`src/shared/bulk_port_pkg.sv`:
```
// Operation
// - Mode B: input bus writes, receive bus reads, both at once.
// - Mode B ignores the output qualifier, pushes each received byte out.
// - Mode C resynchronises both byte ports to the applied port clocks.
// - Register 30h routes the half-rate sampling clock to a status pin.
// - Mode C reads and writes at most once every four port clock edges.
// - Mode C drives no write-full flag.
// - Mode C carries cells only; format top bit marks first byte.
// - Mode D is half duplex, reads and writes share the input byte bus.
// - Mode D: input qualifier enables, output qualifier sets direction.
// - Mode D flags write-full when full, data-available when bytes wait.
// - Write-full rises only between quadlets; bytes refused while high.
// - Each written byte's format passes through; mode C marks first or continuing cell bytes.
// - Modes A, B show read bytes with format; A advances on qualifier.
// - Data-available is high while the holding register has a quadlet.
// - Mode C read data stands at the edge after the qualifier rises.
// - Format codes: 000 reserved through 111 last asynchronous byte.
// - Mode D with enable active, direction high reads and low writes.
// - Mode fields: A 000/00, B 000/01, C 101/11, D 001/00.
package bulk_port_pkg;

    // --------------------------------------------------------------------
    // Format codes
    // --------------------------------------------------------------------
    localparam logic [2:0] FMT_RSVD       = 3'h0;
    localparam logic [2:0] FMT_CELL       = 3'h1;
    localparam logic [2:0] FMT_ISO        = 3'h2;
    localparam logic [2:0] FMT_ASYNC      = 3'h3;
    localparam logic [2:0] FMT_IDLE       = 3'h4;
    localparam logic [2:0] FMT_FIRST      = 3'h5;
    localparam logic [2:0] FMT_ISO_LAST   = 3'h6;
    localparam logic [2:0] FMT_ASYNC_LAST = 3'h7;

    // --------------------------------------------------------------------
    // Mode fields and modes
    // --------------------------------------------------------------------
    localparam logic [2:0] IMODE_AB = 3'h0;
    localparam logic [2:0] IMODE_C  = 3'h5;
    localparam logic [2:0] IMODE_D  = 3'h1;
    localparam logic [1:0] OMODE_A  = 2'h0;
    localparam logic [1:0] OMODE_B  = 2'h1;
    localparam logic [1:0] OMODE_C  = 2'h3;
    localparam logic [1:0] OMODE_D  = 2'h0;

    typedef enum logic [2:0] {
        MODE_OFF,
        MODE_A,
        MODE_B,
        MODE_C,
        MODE_D
    } mode_e;

    // --------------------------------------------------------------------
    // Register map
    // --------------------------------------------------------------------
    localparam logic [7:0]  ADDR_CTRL     = 8'h00;
    localparam logic [7:0]  ADDR_STATUS   = 8'h04;
    localparam logic [7:0]  ADDR_CLKROUTE = 8'h30;
    localparam int          CTRL_IMODE    = 0;
    localparam int          CTRL_OMODE    = 4;
    localparam int          ROUTE_STATUS_PIN_ZERO   = 0;
    localparam int          ROUTE_STATUS_PIN_THREE   = 1;
    localparam int          ST_WFULL      = 0;
    localparam int          ST_AVAIL      = 1;
    localparam int          ST_TXPEND     = 2;
    localparam int          ST_MODE       = 4;
    localparam logic [5:0]  CTRL_RST      = 6'h00;
    localparam logic [1:0]  ROUTE_RST     = 2'h0;

    // --------------------------------------------------------------------
    // Timing
    // --------------------------------------------------------------------
    // Port clock edges that must pass between two mode C transfers.
    localparam logic [2:0] GAP_EDGES = 3'h3;
    localparam logic [1:0] BYTE_LAST = 2'h3;
    localparam int         SYNC_W    = 15;

endpackage : bulk_port_pkg

```
`src/design/bulk_byte_port.sv`:
```
// Implementation choices: the AHB-Lite slave port and the placing of the registers.
`timescale 1ns/1ns
module bulk_byte_port (
    // Clock, reset, enable
    input  wire logic        I_CORE_CLK,
    input  wire logic        I_RST_N,
    input  wire logic        I_CLK_EN,
    // AHB-Lite slave
    input  wire logic        I_HSEL,
    input  wire logic [31:0] I_HADDR,
    input  wire logic [1:0]  I_HTRANS,
    input  wire logic        I_HWRITE,
    input  wire logic [2:0]  I_HSIZE,
    input  wire logic [31:0] I_HWDATA,
    input  wire logic        I_HREADY,
    output logic      [31:0] O_HRDATA,
    output logic             O_HREADYOUT,
    output logic             O_HRESP,
    // Host pins
    input  wire logic        I_INPUT_PORT_CLOCK,
    input  wire logic        I_OUTPUT_PORT_CLOCK,
    input  wire logic        I_INPUT_QUALIFIER,
    input  wire logic        I_OUTPUT_QUALIFIER,
    input  wire logic [7:0]  I_INPUT_BYTE_BUS,
    output logic      [7:0]  O_INPUT_BYTE_BUS,
    output logic             O_INPUT_BYTE_BUS_OE,
    input  wire logic [2:0]  I_INPUT_FORMAT_BUS,
    output logic      [2:0]  O_INPUT_FORMAT_BUS,
    output logic             O_INPUT_FORMAT_BUS_OE,
    output logic      [7:0]  O_RECEIVE_BYTE_BUS,
    output logic      [2:0]  O_OUTPUT_FORMAT_BUS,
    output logic             O_WRITE_FULL_FLAG,
    output logic             O_DATA_AVAILABLE_FLAG,
    output logic             O_STATUS_PIN_ZERO,
    output logic             O_STATUS_PIN_THREE,
    // Transmit FIFO side
    output logic             O_TX_WR,
    output logic      [31:0] O_TX_QUAD,
    output logic      [11:0] O_TX_FMT,
    input  wire logic        I_TX_FULL,
    // Receive FIFO side
    input  wire logic        I_RX_VALID,
    input  wire logic [31:0] I_RX_QUAD,
    input  wire logic [11:0] I_RX_FMT,
    output logic             O_RX_POP
);

    // --------------------------------------------------------------------
    // Pin synchronisers
    // --------------------------------------------------------------------
    logic [bulk_port_pkg::SYNC_W-1:0] pins_s;
    logic       iclk_s;
    logic       oclk_s;
    logic       iq_s;
    logic       oq_s;
    logic [7:0] ibyte_s;
    logic [2:0] ifmt_s;
    logic       iclk_prev_q;
    logic       oclk_prev_q;

    pin_sync #(.W(bulk_port_pkg::SYNC_W)) u_sync (
        .i_clk   (I_CORE_CLK),
        .i_rst_n (I_RST_N),
        .i_en    (I_CLK_EN),
        .i_d     ({I_INPUT_PORT_CLOCK, I_OUTPUT_PORT_CLOCK,
                   I_INPUT_QUALIFIER, I_OUTPUT_QUALIFIER,
                   I_INPUT_BYTE_BUS, I_INPUT_FORMAT_BUS}),
        .o_q     (pins_s)
    );

    assign {iclk_s, oclk_s, iq_s, oq_s, ibyte_s, ifmt_s} = pins_s;

    wire in_rise  = iclk_s && !iclk_prev_q;
    wire out_rise = oclk_s && !oclk_prev_q;

    // --------------------------------------------------------------------
    // Registers and mode decode
    // --------------------------------------------------------------------
    logic [5:0]  ctrl_q;
    logic [1:0]  route_q;
    logic        half_q;
    logic [7:0]  dph_addr_q;
    logic        dph_wr_q;
    logic [31:0] rdata_q;
    bulk_port_pkg::mode_e mode;

    wire [2:0] imode = ctrl_q[bulk_port_pkg::CTRL_IMODE +: 3];
    wire [1:0] omode = ctrl_q[bulk_port_pkg::CTRL_OMODE +: 2];

    assign mode =
        (imode == bulk_port_pkg::IMODE_AB && omode == bulk_port_pkg::OMODE_A)
            ? bulk_port_pkg::MODE_A :
        (imode == bulk_port_pkg::IMODE_AB && omode == bulk_port_pkg::OMODE_B)
            ? bulk_port_pkg::MODE_B :
        (imode == bulk_port_pkg::IMODE_C && omode == bulk_port_pkg::OMODE_C)
            ? bulk_port_pkg::MODE_C :
        (imode == bulk_port_pkg::IMODE_D && omode == bulk_port_pkg::OMODE_D)
            ? bulk_port_pkg::MODE_D : bulk_port_pkg::MODE_OFF;

    wire mode_ab = mode == bulk_port_pkg::MODE_A
                || mode == bulk_port_pkg::MODE_B;
    wire mode_c  = mode == bulk_port_pkg::MODE_C;
    wire mode_d  = mode == bulk_port_pkg::MODE_D;

    // --------------------------------------------------------------------
    // Write path: pack bytes into quadlets
    // --------------------------------------------------------------------
    logic [1:0]  wcnt_q;
    logic [23:0] wquad_q;
    logic [8:0]  wfmt_q;
    logic        wfull_q;
    logic        tx_have_q;
    logic [2:0]  wgap_q;
    logic        iq_edge_q;
    logic [31:0] tx_quad_q;
    logic [11:0] tx_fmt_q;

    // Mode C accepts one byte per qualifier assertion, spaced out.
    wire wr_c_ok = mode_c && !iq_edge_q
                && wgap_q >= bulk_port_pkg::GAP_EDGES;
    wire wr_req  = in_rise && iq_s
                && (mode_ab || wr_c_ok || (mode_d && !oq_s));
    wire wr_take = wr_req && !wfull_q;
    wire wr_done = wr_take && wcnt_q == bulk_port_pkg::BYTE_LAST;

    // Mode C only carries cells, so the top format bit picks first byte.
    wire [2:0] wr_fmt = mode_c ? (ifmt_s[2] ? bulk_port_pkg::FMT_FIRST
                                            : bulk_port_pkg::FMT_CELL)
                               : ifmt_s;

    always_ff @(posedge I_CORE_CLK or negedge I_RST_N) begin
        if (!I_RST_N) begin
            wcnt_q  <= 2'h0;
            wquad_q <= 24'h0;
            wfmt_q  <= 9'h0;
        end else if (I_CLK_EN && wr_take) begin
            wcnt_q  <= wcnt_q + 2'h1;
            wquad_q <= {ibyte_s, wquad_q[23:8]};
            wfmt_q  <= {wr_fmt, wfmt_q[8:3]};
        end
    end

    // The flag only moves between quadlets, so a started quadlet always
    // finds room: the FIFO had a slot when its first byte came in.
    always_ff @(posedge I_CORE_CLK or negedge I_RST_N) begin
        if (!I_RST_N) begin
            wfull_q <= 1'b0;
        end else if (I_CLK_EN && wcnt_q == 2'h0 && !wr_take) begin
            wfull_q <= I_TX_FULL || tx_have_q;
        end
    end

    always_ff @(posedge I_CORE_CLK or negedge I_RST_N) begin
        if (!I_RST_N) begin
            tx_have_q <= 1'b0;
            tx_quad_q <= 32'h0;
            tx_fmt_q  <= 12'h0;
        end else if (I_CLK_EN) begin
            if (wr_done) begin
                tx_have_q <= 1'b1;
                tx_quad_q <= {ibyte_s, wquad_q};
                tx_fmt_q  <= {wr_fmt, wfmt_q};
            end else if (O_TX_WR) begin
                tx_have_q <= 1'b0;
            end
        end
    end

    always_ff @(posedge I_CORE_CLK or negedge I_RST_N) begin
        if (!I_RST_N) begin
            wgap_q    <= bulk_port_pkg::GAP_EDGES;
            iq_edge_q <= 1'b0;
        end else if (I_CLK_EN && in_rise) begin
            iq_edge_q <= iq_s;
            if (wr_take) begin
                wgap_q <= 3'h0;
            end else if (wgap_q < bulk_port_pkg::GAP_EDGES) begin
                wgap_q <= wgap_q + 3'h1;
            end
        end
    end

    assign O_TX_WR   = I_CLK_EN && tx_have_q && !I_TX_FULL;
    assign O_TX_QUAD = tx_quad_q;
    assign O_TX_FMT  = tx_fmt_q;
    assign O_WRITE_FULL_FLAG = wfull_q && !mode_c;

    // --------------------------------------------------------------------
    // Read path: unpack quadlets from the holding register
    // --------------------------------------------------------------------
    logic        hold_q;
    logic [31:0] rx_quad_q;
    logic [11:0] rx_fmt_q;
    logic [1:0]  rcnt_q;
    logic [2:0]  rgap_q;
    logic        oq_edge_q;
    logic [7:0]  out_byte_q;
    logic [2:0]  out_fmt_q;

    // Mode B reads with no qualifier: the host must keep pace or lose data.
    wire rd_a   = mode == bulk_port_pkg::MODE_A
               && out_rise && oq_s;
    wire rd_b   = mode == bulk_port_pkg::MODE_B && out_rise;
    wire rd_c   = mode_c && out_rise && oq_s && !oq_edge_q
               && rgap_q >= bulk_port_pkg::GAP_EDGES;
    wire rd_d   = mode_d && in_rise && iq_s && oq_s;
    wire rd_take = hold_q && (rd_a || rd_b || rd_c || rd_d);
    wire rd_last = rd_take && rcnt_q == bulk_port_pkg::BYTE_LAST;

    assign O_RX_POP = I_CLK_EN && I_RX_VALID && !hold_q;

    always_ff @(posedge I_CORE_CLK or negedge I_RST_N) begin
        if (!I_RST_N) begin
            hold_q    <= 1'b0;
            rx_quad_q <= 32'h0;
            rx_fmt_q  <= 12'h0;
            rcnt_q    <= 2'h0;
        end else if (I_CLK_EN) begin
            if (O_RX_POP) begin
                hold_q    <= 1'b1;
                rx_quad_q <= I_RX_QUAD;
                rx_fmt_q  <= I_RX_FMT;
                rcnt_q    <= 2'h0;
            end else if (rd_take) begin
                hold_q    <= !rd_last;
                rx_quad_q <= {8'h00, rx_quad_q[31:8]};
                rx_fmt_q  <= {3'h0, rx_fmt_q[11:3]};
                rcnt_q    <= rcnt_q + 2'h1;
            end
        end
    end

    always_ff @(posedge I_CORE_CLK or negedge I_RST_N) begin
        if (!I_RST_N) begin
            rgap_q    <= bulk_port_pkg::GAP_EDGES;
            oq_edge_q <= 1'b0;
        end else if (I_CLK_EN && out_rise) begin
            oq_edge_q <= oq_s;
            if (rd_take) begin
                rgap_q <= 3'h0;
            end else if (rgap_q < bulk_port_pkg::GAP_EDGES) begin
                rgap_q <= rgap_q + 3'h1;
            end
        end
    end

    // The head byte always stands on the bus; idle shows when none waits.
    always_ff @(posedge I_CORE_CLK or negedge I_RST_N) begin
        if (!I_RST_N) begin
            out_byte_q <= 8'h00;
            out_fmt_q  <= bulk_port_pkg::FMT_IDLE;
        end else if (I_CLK_EN) begin
            out_byte_q <= hold_q ? rx_quad_q[7:0] : 8'h00;
            out_fmt_q  <= hold_q ? rx_fmt_q[2:0]
                                 : bulk_port_pkg::FMT_IDLE;
        end
    end

    // In mode D the receive pins stay idle and the shared bus turns round.
    assign O_RECEIVE_BYTE_BUS    = mode_d ? 8'h00 : out_byte_q;
    assign O_OUTPUT_FORMAT_BUS   = mode_d ? bulk_port_pkg::FMT_IDLE
                                          : out_fmt_q;
    assign O_INPUT_BYTE_BUS      = out_byte_q;
    assign O_INPUT_FORMAT_BUS    = out_fmt_q;
    assign O_INPUT_BYTE_BUS_OE   = mode_d && iq_s && oq_s;
    assign O_INPUT_FORMAT_BUS_OE = mode_d && iq_s && oq_s;
    assign O_DATA_AVAILABLE_FLAG = hold_q;

    // --------------------------------------------------------------------
    // Half-rate sampling clock and pin edge history
    // --------------------------------------------------------------------
    always_ff @(posedge I_CORE_CLK or negedge I_RST_N) begin
        if (!I_RST_N) begin
            half_q      <= 1'b0;
            iclk_prev_q <= 1'b0;
            oclk_prev_q <= 1'b0;
        end else if (I_CLK_EN) begin
            half_q      <= !half_q;
            iclk_prev_q <= iclk_s;
            oclk_prev_q <= oclk_s;
        end
    end

    assign O_STATUS_PIN_ZERO  = half_q && route_q[bulk_port_pkg::ROUTE_STATUS_PIN_ZERO];
    assign O_STATUS_PIN_THREE = half_q && route_q[bulk_port_pkg::ROUTE_STATUS_PIN_THREE];

    // --------------------------------------------------------------------
    // AHB-Lite slave, zero wait states
    // --------------------------------------------------------------------
    wire ap_valid = I_HSEL && I_HTRANS[1] && I_HREADY;
    wire [7:0] ap_addr = I_HADDR[7:0];
    wire [31:0] status_w = {25'h0, mode, 1'b0, tx_have_q,
                            hold_q, O_WRITE_FULL_FLAG};
    wire [31:0] rd_mux =
        (ap_addr == bulk_port_pkg::ADDR_CTRL)     ? {26'h0, ctrl_q} :
        (ap_addr == bulk_port_pkg::ADDR_STATUS)   ? status_w :
        (ap_addr == bulk_port_pkg::ADDR_CLKROUTE) ? {30'h0, route_q} :
                                                    32'h0;

    always_ff @(posedge I_CORE_CLK or negedge I_RST_N) begin
        if (!I_RST_N) begin
            dph_wr_q   <= 1'b0;
            dph_addr_q <= 8'h00;
            rdata_q    <= 32'h0;
        end else if (I_CLK_EN) begin
            dph_wr_q   <= ap_valid && I_HWRITE;
            dph_addr_q <= ap_addr;
            if (ap_valid && !I_HWRITE) begin
                rdata_q <= rd_mux;
            end
        end
    end

    always_ff @(posedge I_CORE_CLK or negedge I_RST_N) begin
        if (!I_RST_N) begin
            ctrl_q  <= bulk_port_pkg::CTRL_RST;
            route_q <= bulk_port_pkg::ROUTE_RST;
        end else if (I_CLK_EN && dph_wr_q) begin
            if (dph_addr_q == bulk_port_pkg::ADDR_CTRL) begin
                ctrl_q <= I_HWDATA[5:0];
            end
            if (dph_addr_q == bulk_port_pkg::ADDR_CLKROUTE) begin
                route_q <= I_HWDATA[1:0];
            end
        end
    end

    assign O_HRDATA    = rdata_q;
    assign O_HREADYOUT = 1'b1;
    assign O_HRESP     = 1'b0;
endmodule : bulk_byte_port

```
`src/design/pin_sync.sv`:
```
`timescale 1ns/1ns
module pin_sync #(
    parameter int W = 1
) (
    // Clock and reset
    input  wire logic         i_clk,
    input  wire logic         i_rst_n,
    input  wire logic         i_en,
    // Data
    input  wire logic [W-1:0] i_d,
    output logic      [W-1:0] o_q
);

    logic [W-1:0] meta_q;

    // The first stage feeds only the second one.
    always_ff @(posedge i_clk or negedge i_rst_n) begin
        if (!i_rst_n) begin
            meta_q <= '0;
            o_q    <= '0;
        end else if (i_en) begin
            meta_q <= i_d;
            o_q    <= meta_q;
        end
    end

endmodule : pin_sync

```
`config.mk`:
```
export PLATFORM = sky130hd
export DESIGN_NAME = bulk_byte_port
export DESIGN_NICKNAME = d
export VERILOG_FILES = /design/src/shared/bulk_port_pkg.sv /design/src/design/bulk_byte_port.sv /design/src/design/pin_sync.sv
export SDC_FILE = /design/constraint.sdc
export NUM_CORES = 1
export LEC_CHECK = 0
export BUFFER_PORTS_ARGS = -buffer_cell sky130_fd_sc_hd__buf_2
export CORE_UTILIZATION = 47
export DETAILED_ROUTE_END_ITERATION = 6
export PLACE_DENSITY = 0.77
export SYNTH_ARGS = -nofsm -noshare
export SYNTH_HDL_FRONTEND = slang
export SYNTH_SLANG_ARGS = --single-unit
```
`constraint.sdc`:
```
create_clock -name I_CORE_CLK -period 6.9 [get_ports I_CORE_CLK]
set_input_delay 0.69 -clock I_CORE_CLK [delete_from_list [all_inputs] [get_ports I_CORE_CLK]]
set_output_delay 0.69 -clock I_CORE_CLK [all_outputs]
set_load 0.05 [all_outputs]
```
==> reports/results.tsv <==
stage	metric	value	unit
power	leakage power	5.25	nW
worst_setup_path	WS Path Type	input port to primary output	
grt	GRT overflow	0	
layout	area of the multi-input gates	3370	µm²
grt	GRT Overall Usage	0.184	
layout	share of cells above drive strength 1	0.478	
yosys	Yosys top cell by area	dfrtp_1	
routing	drt initial violations	275	
sta	period utilisation layout	0.531	
clock_network	CTS Sinks	204	
sta	RSZ-0062 raised after global routing	false	
power	Total Power	3.92	mW
sta	Worst slew margin	0.417	
yosys	Synth Instances	636	
sta	final-report hold violation count	0	
worst_setup_path	Worst Path Required	6210	ps
worst_setup_path	Worst EP arrival	2970	ps
layout	fill cell total of the finished layout	1511	
sta	final setup fails	0	
place	DP Worst Slack	3220	ps
grt	largest net degree at the start of global routing	90	
routing	Post-route DRC	65	
power	VDD IR max	0.281	mV
power	Power Density	377	nW/µm²
clock_network	CTS tree	done	
routing	vias per cell	5.22	
floorplanning	Ports	244	
yosys	mapped cell area	8740	µm²
sta	fin crit period	3660	ps
sta	hold_ws	251	ps
place	IO Port Bufs	162	
grt	antenna violations before repair	0	
yosys	EDFF count, synth	0	
floorplanning	die width	138	µm
yosys	most common cell in the netlist	dfrtp_1	
status	outcome	complete, but fails checks	
routing	via count	5419	
yosys	post-synthesis sequential area ratio	0.584	
place	placed insts	997	
layout	storage element area	5110	µm²
yosys	yosys warns	0	
clock_network	CTS Hold Bufs	0	
sta	setup TNS after final layout	0	ps
routing	DRT antenna net count	0	
grt	vias in the first global route	5465	
grt	first-pass GRT wire length	28600	µm
sta	fin worst setup slack	3240	ps
layout	nets	936	
yosys	flops & latches, synth	204	
sta	Max Clock Skew	16.8	ps
yosys	syn_area_per_cell	13.7	µm²
worst_setup_path	Worst Setup Start Kind	input port	
yosys	top cells by area, synth	dfrtp_1, mux2_2, buf_4	
sta	Slew Limit Fails	0	
yosys	Synth Flop Type	dfrtp_1	
floorplanning	chip height	138	µm
clock_network	CTS max path bufs	3	
floorplanning	Starting Density	0.484	
clock_network	clk root buf	clkbuf_16	
clock_network	post-cts resize count	0	
min_path	Hold/Removal Path Class	input port to async pin	
layout	Util after Layout	0.576	
routing	per-cell routed wire length	16.5	µm
clock_network	# Post-CTS Setup Buffers	0	
layout	non-filler cells, final	1039	
layout	Layout Cell Area excl Fill	10400	µm²
worst_setup_path	internal reg-to-reg setup slack	3960	ps
sta	Max Clock Freq	273	MHz
sta	Worst-Margin Slew	874	ps
floorplanning	Cell Rows	49	
yosys	Post-synth top cells	dfrtp_1, mux2_2, buf_4	
run	MaxCap Viol Count	0	
yosys	post-synth cell types	54	
yosys	Synth async-reset ratio	1.00	
routing	Pre-antenna DRT Iters	7	
floorplanning	CORE AREA	18100	µm²
place	DP Area	9650	µm²
status	failing checks	DRC	
clock_network	H-tree levels	1	
yosys	Synth top area share	0.569	
worst_setup_path	crit path capture type	primary output	
place	GP Congestion	0.788	
worst_setup_path	CP Max Fanout	57	
layout	Layout area overhead	19.1	%
clock_network	Clk Latency, worst-skew pair	500	ps
place	Detailed Place HPWL	11800	µm
floorplanning	die area	19200	µm²
clock_network	CTS buffer count	23	
clock_network	Clock transition at path regs	60	ps
routing	WL final	17200	µm
[cell usage in the layout (no fill, tap or decap), types with 3 or more instances in the layout]
cell,count
clkbuf_8,6
o21ai_0,12
and2_1,21
inv_1,7
mux2_2,172
conb_1,27
dfstp_2,5
ha_1,7
nand3_1,3
a31oi_1,4
o21a_1,5
a21oi_1,7
clkbuf_1,7
buf_2,161
a211oi_1,3
buf_4,6
mux2i_1,3
a221o_1,12
a22o_1,22
nand4_1,4
or4_1,3
nor2_1,19
nand2_1,24
or3_1,3
dfrtp_1,199
clkbuf_16,23
[final cells by class]
class                   count  share of cell area
diodes                      1            0.000240
clock buffers              35              0.0644
clock inverters             6             0.00829
inverters                   7             0.00252
multi-input cells         389               0.323
flip-flops and latches    204               0.491
well taps                 229              0.0275
repair buffers            168              0.0830
[where the power goes]
part | switching, mW | internal [mW] | total [mW]
clock network | 0.457 | 0.743 | 1.20
logic | 0.578 | 0.431 | 1.01
registers | 0.214 | 1.50 | 1.71
[routing by layer]
metal  track usage  vias up  part of all wire
met5             0        -                 0
met4        0.0414        0             0.015
met3        0.0409       26             0.065
met2         0.309      150              0.48
met1         0.243     2694              0.44
li1              -     2549                 -
[critical path: stages]
cell     delay [ps]
buf_2            70
buf_4           560
o21ai_1         390
nor2_4          510
buf_4           390
buf_2           320
[worst paths after layout]
kind | start | to | cells past startpoint
max reg2reg | ctrl_q[0] | rx_fmt_q[7] | 5
min | I_RST_N | wquad_q[0] | 1
max | I_CLK_EN | O_RX_POP | 6
min in group I_CORE_CLK | I_RX_QUAD[24] | rx_quad_q[24] | 2
max in group asynchronous | I_RST_N | O_INPUT_BYTE_BUS[1] | 2
min reg2reg | half_q | half_q | 1
[kinds of logic after synthesis]
logic type | after synthesis | synth area share
adder cells (fa/ha/maj) | 7 | 0.0100
other | 2 | 0.000859
multiplexers | 175 | 0.225
flip-flops | 204 | 0.584
AO/OA/AOI/OAI | 83 | 0.0757
buffers and inverters | 68 | 0.0442
XOR/XNOR | 2 | 0.00200
AND/OR/NAND/NOR | 95 | 0.0578
[state kept, by name (all words and copies together), names as in the netlist, 2 cells and up]
name	cells
rcnt_q	2
u_sync.o_q	15
O_HRDATA	7
rx_quad_q	32
route_q	2
wquad_q	24
wfmt_q	9
O_INPUT_BYTE_BUS	8
O_TX_QUAD	32
O_TX_FMT	12
ctrl_q	6
wgap_q	3
O_INPUT_FORMAT_BUS	3
u_sync.meta_q	15
wcnt_q	2
rgap_q	3
dph_addr_q	8
rx_fmt_q	12
No activity file was read; power rests on OpenSTA's default activity.
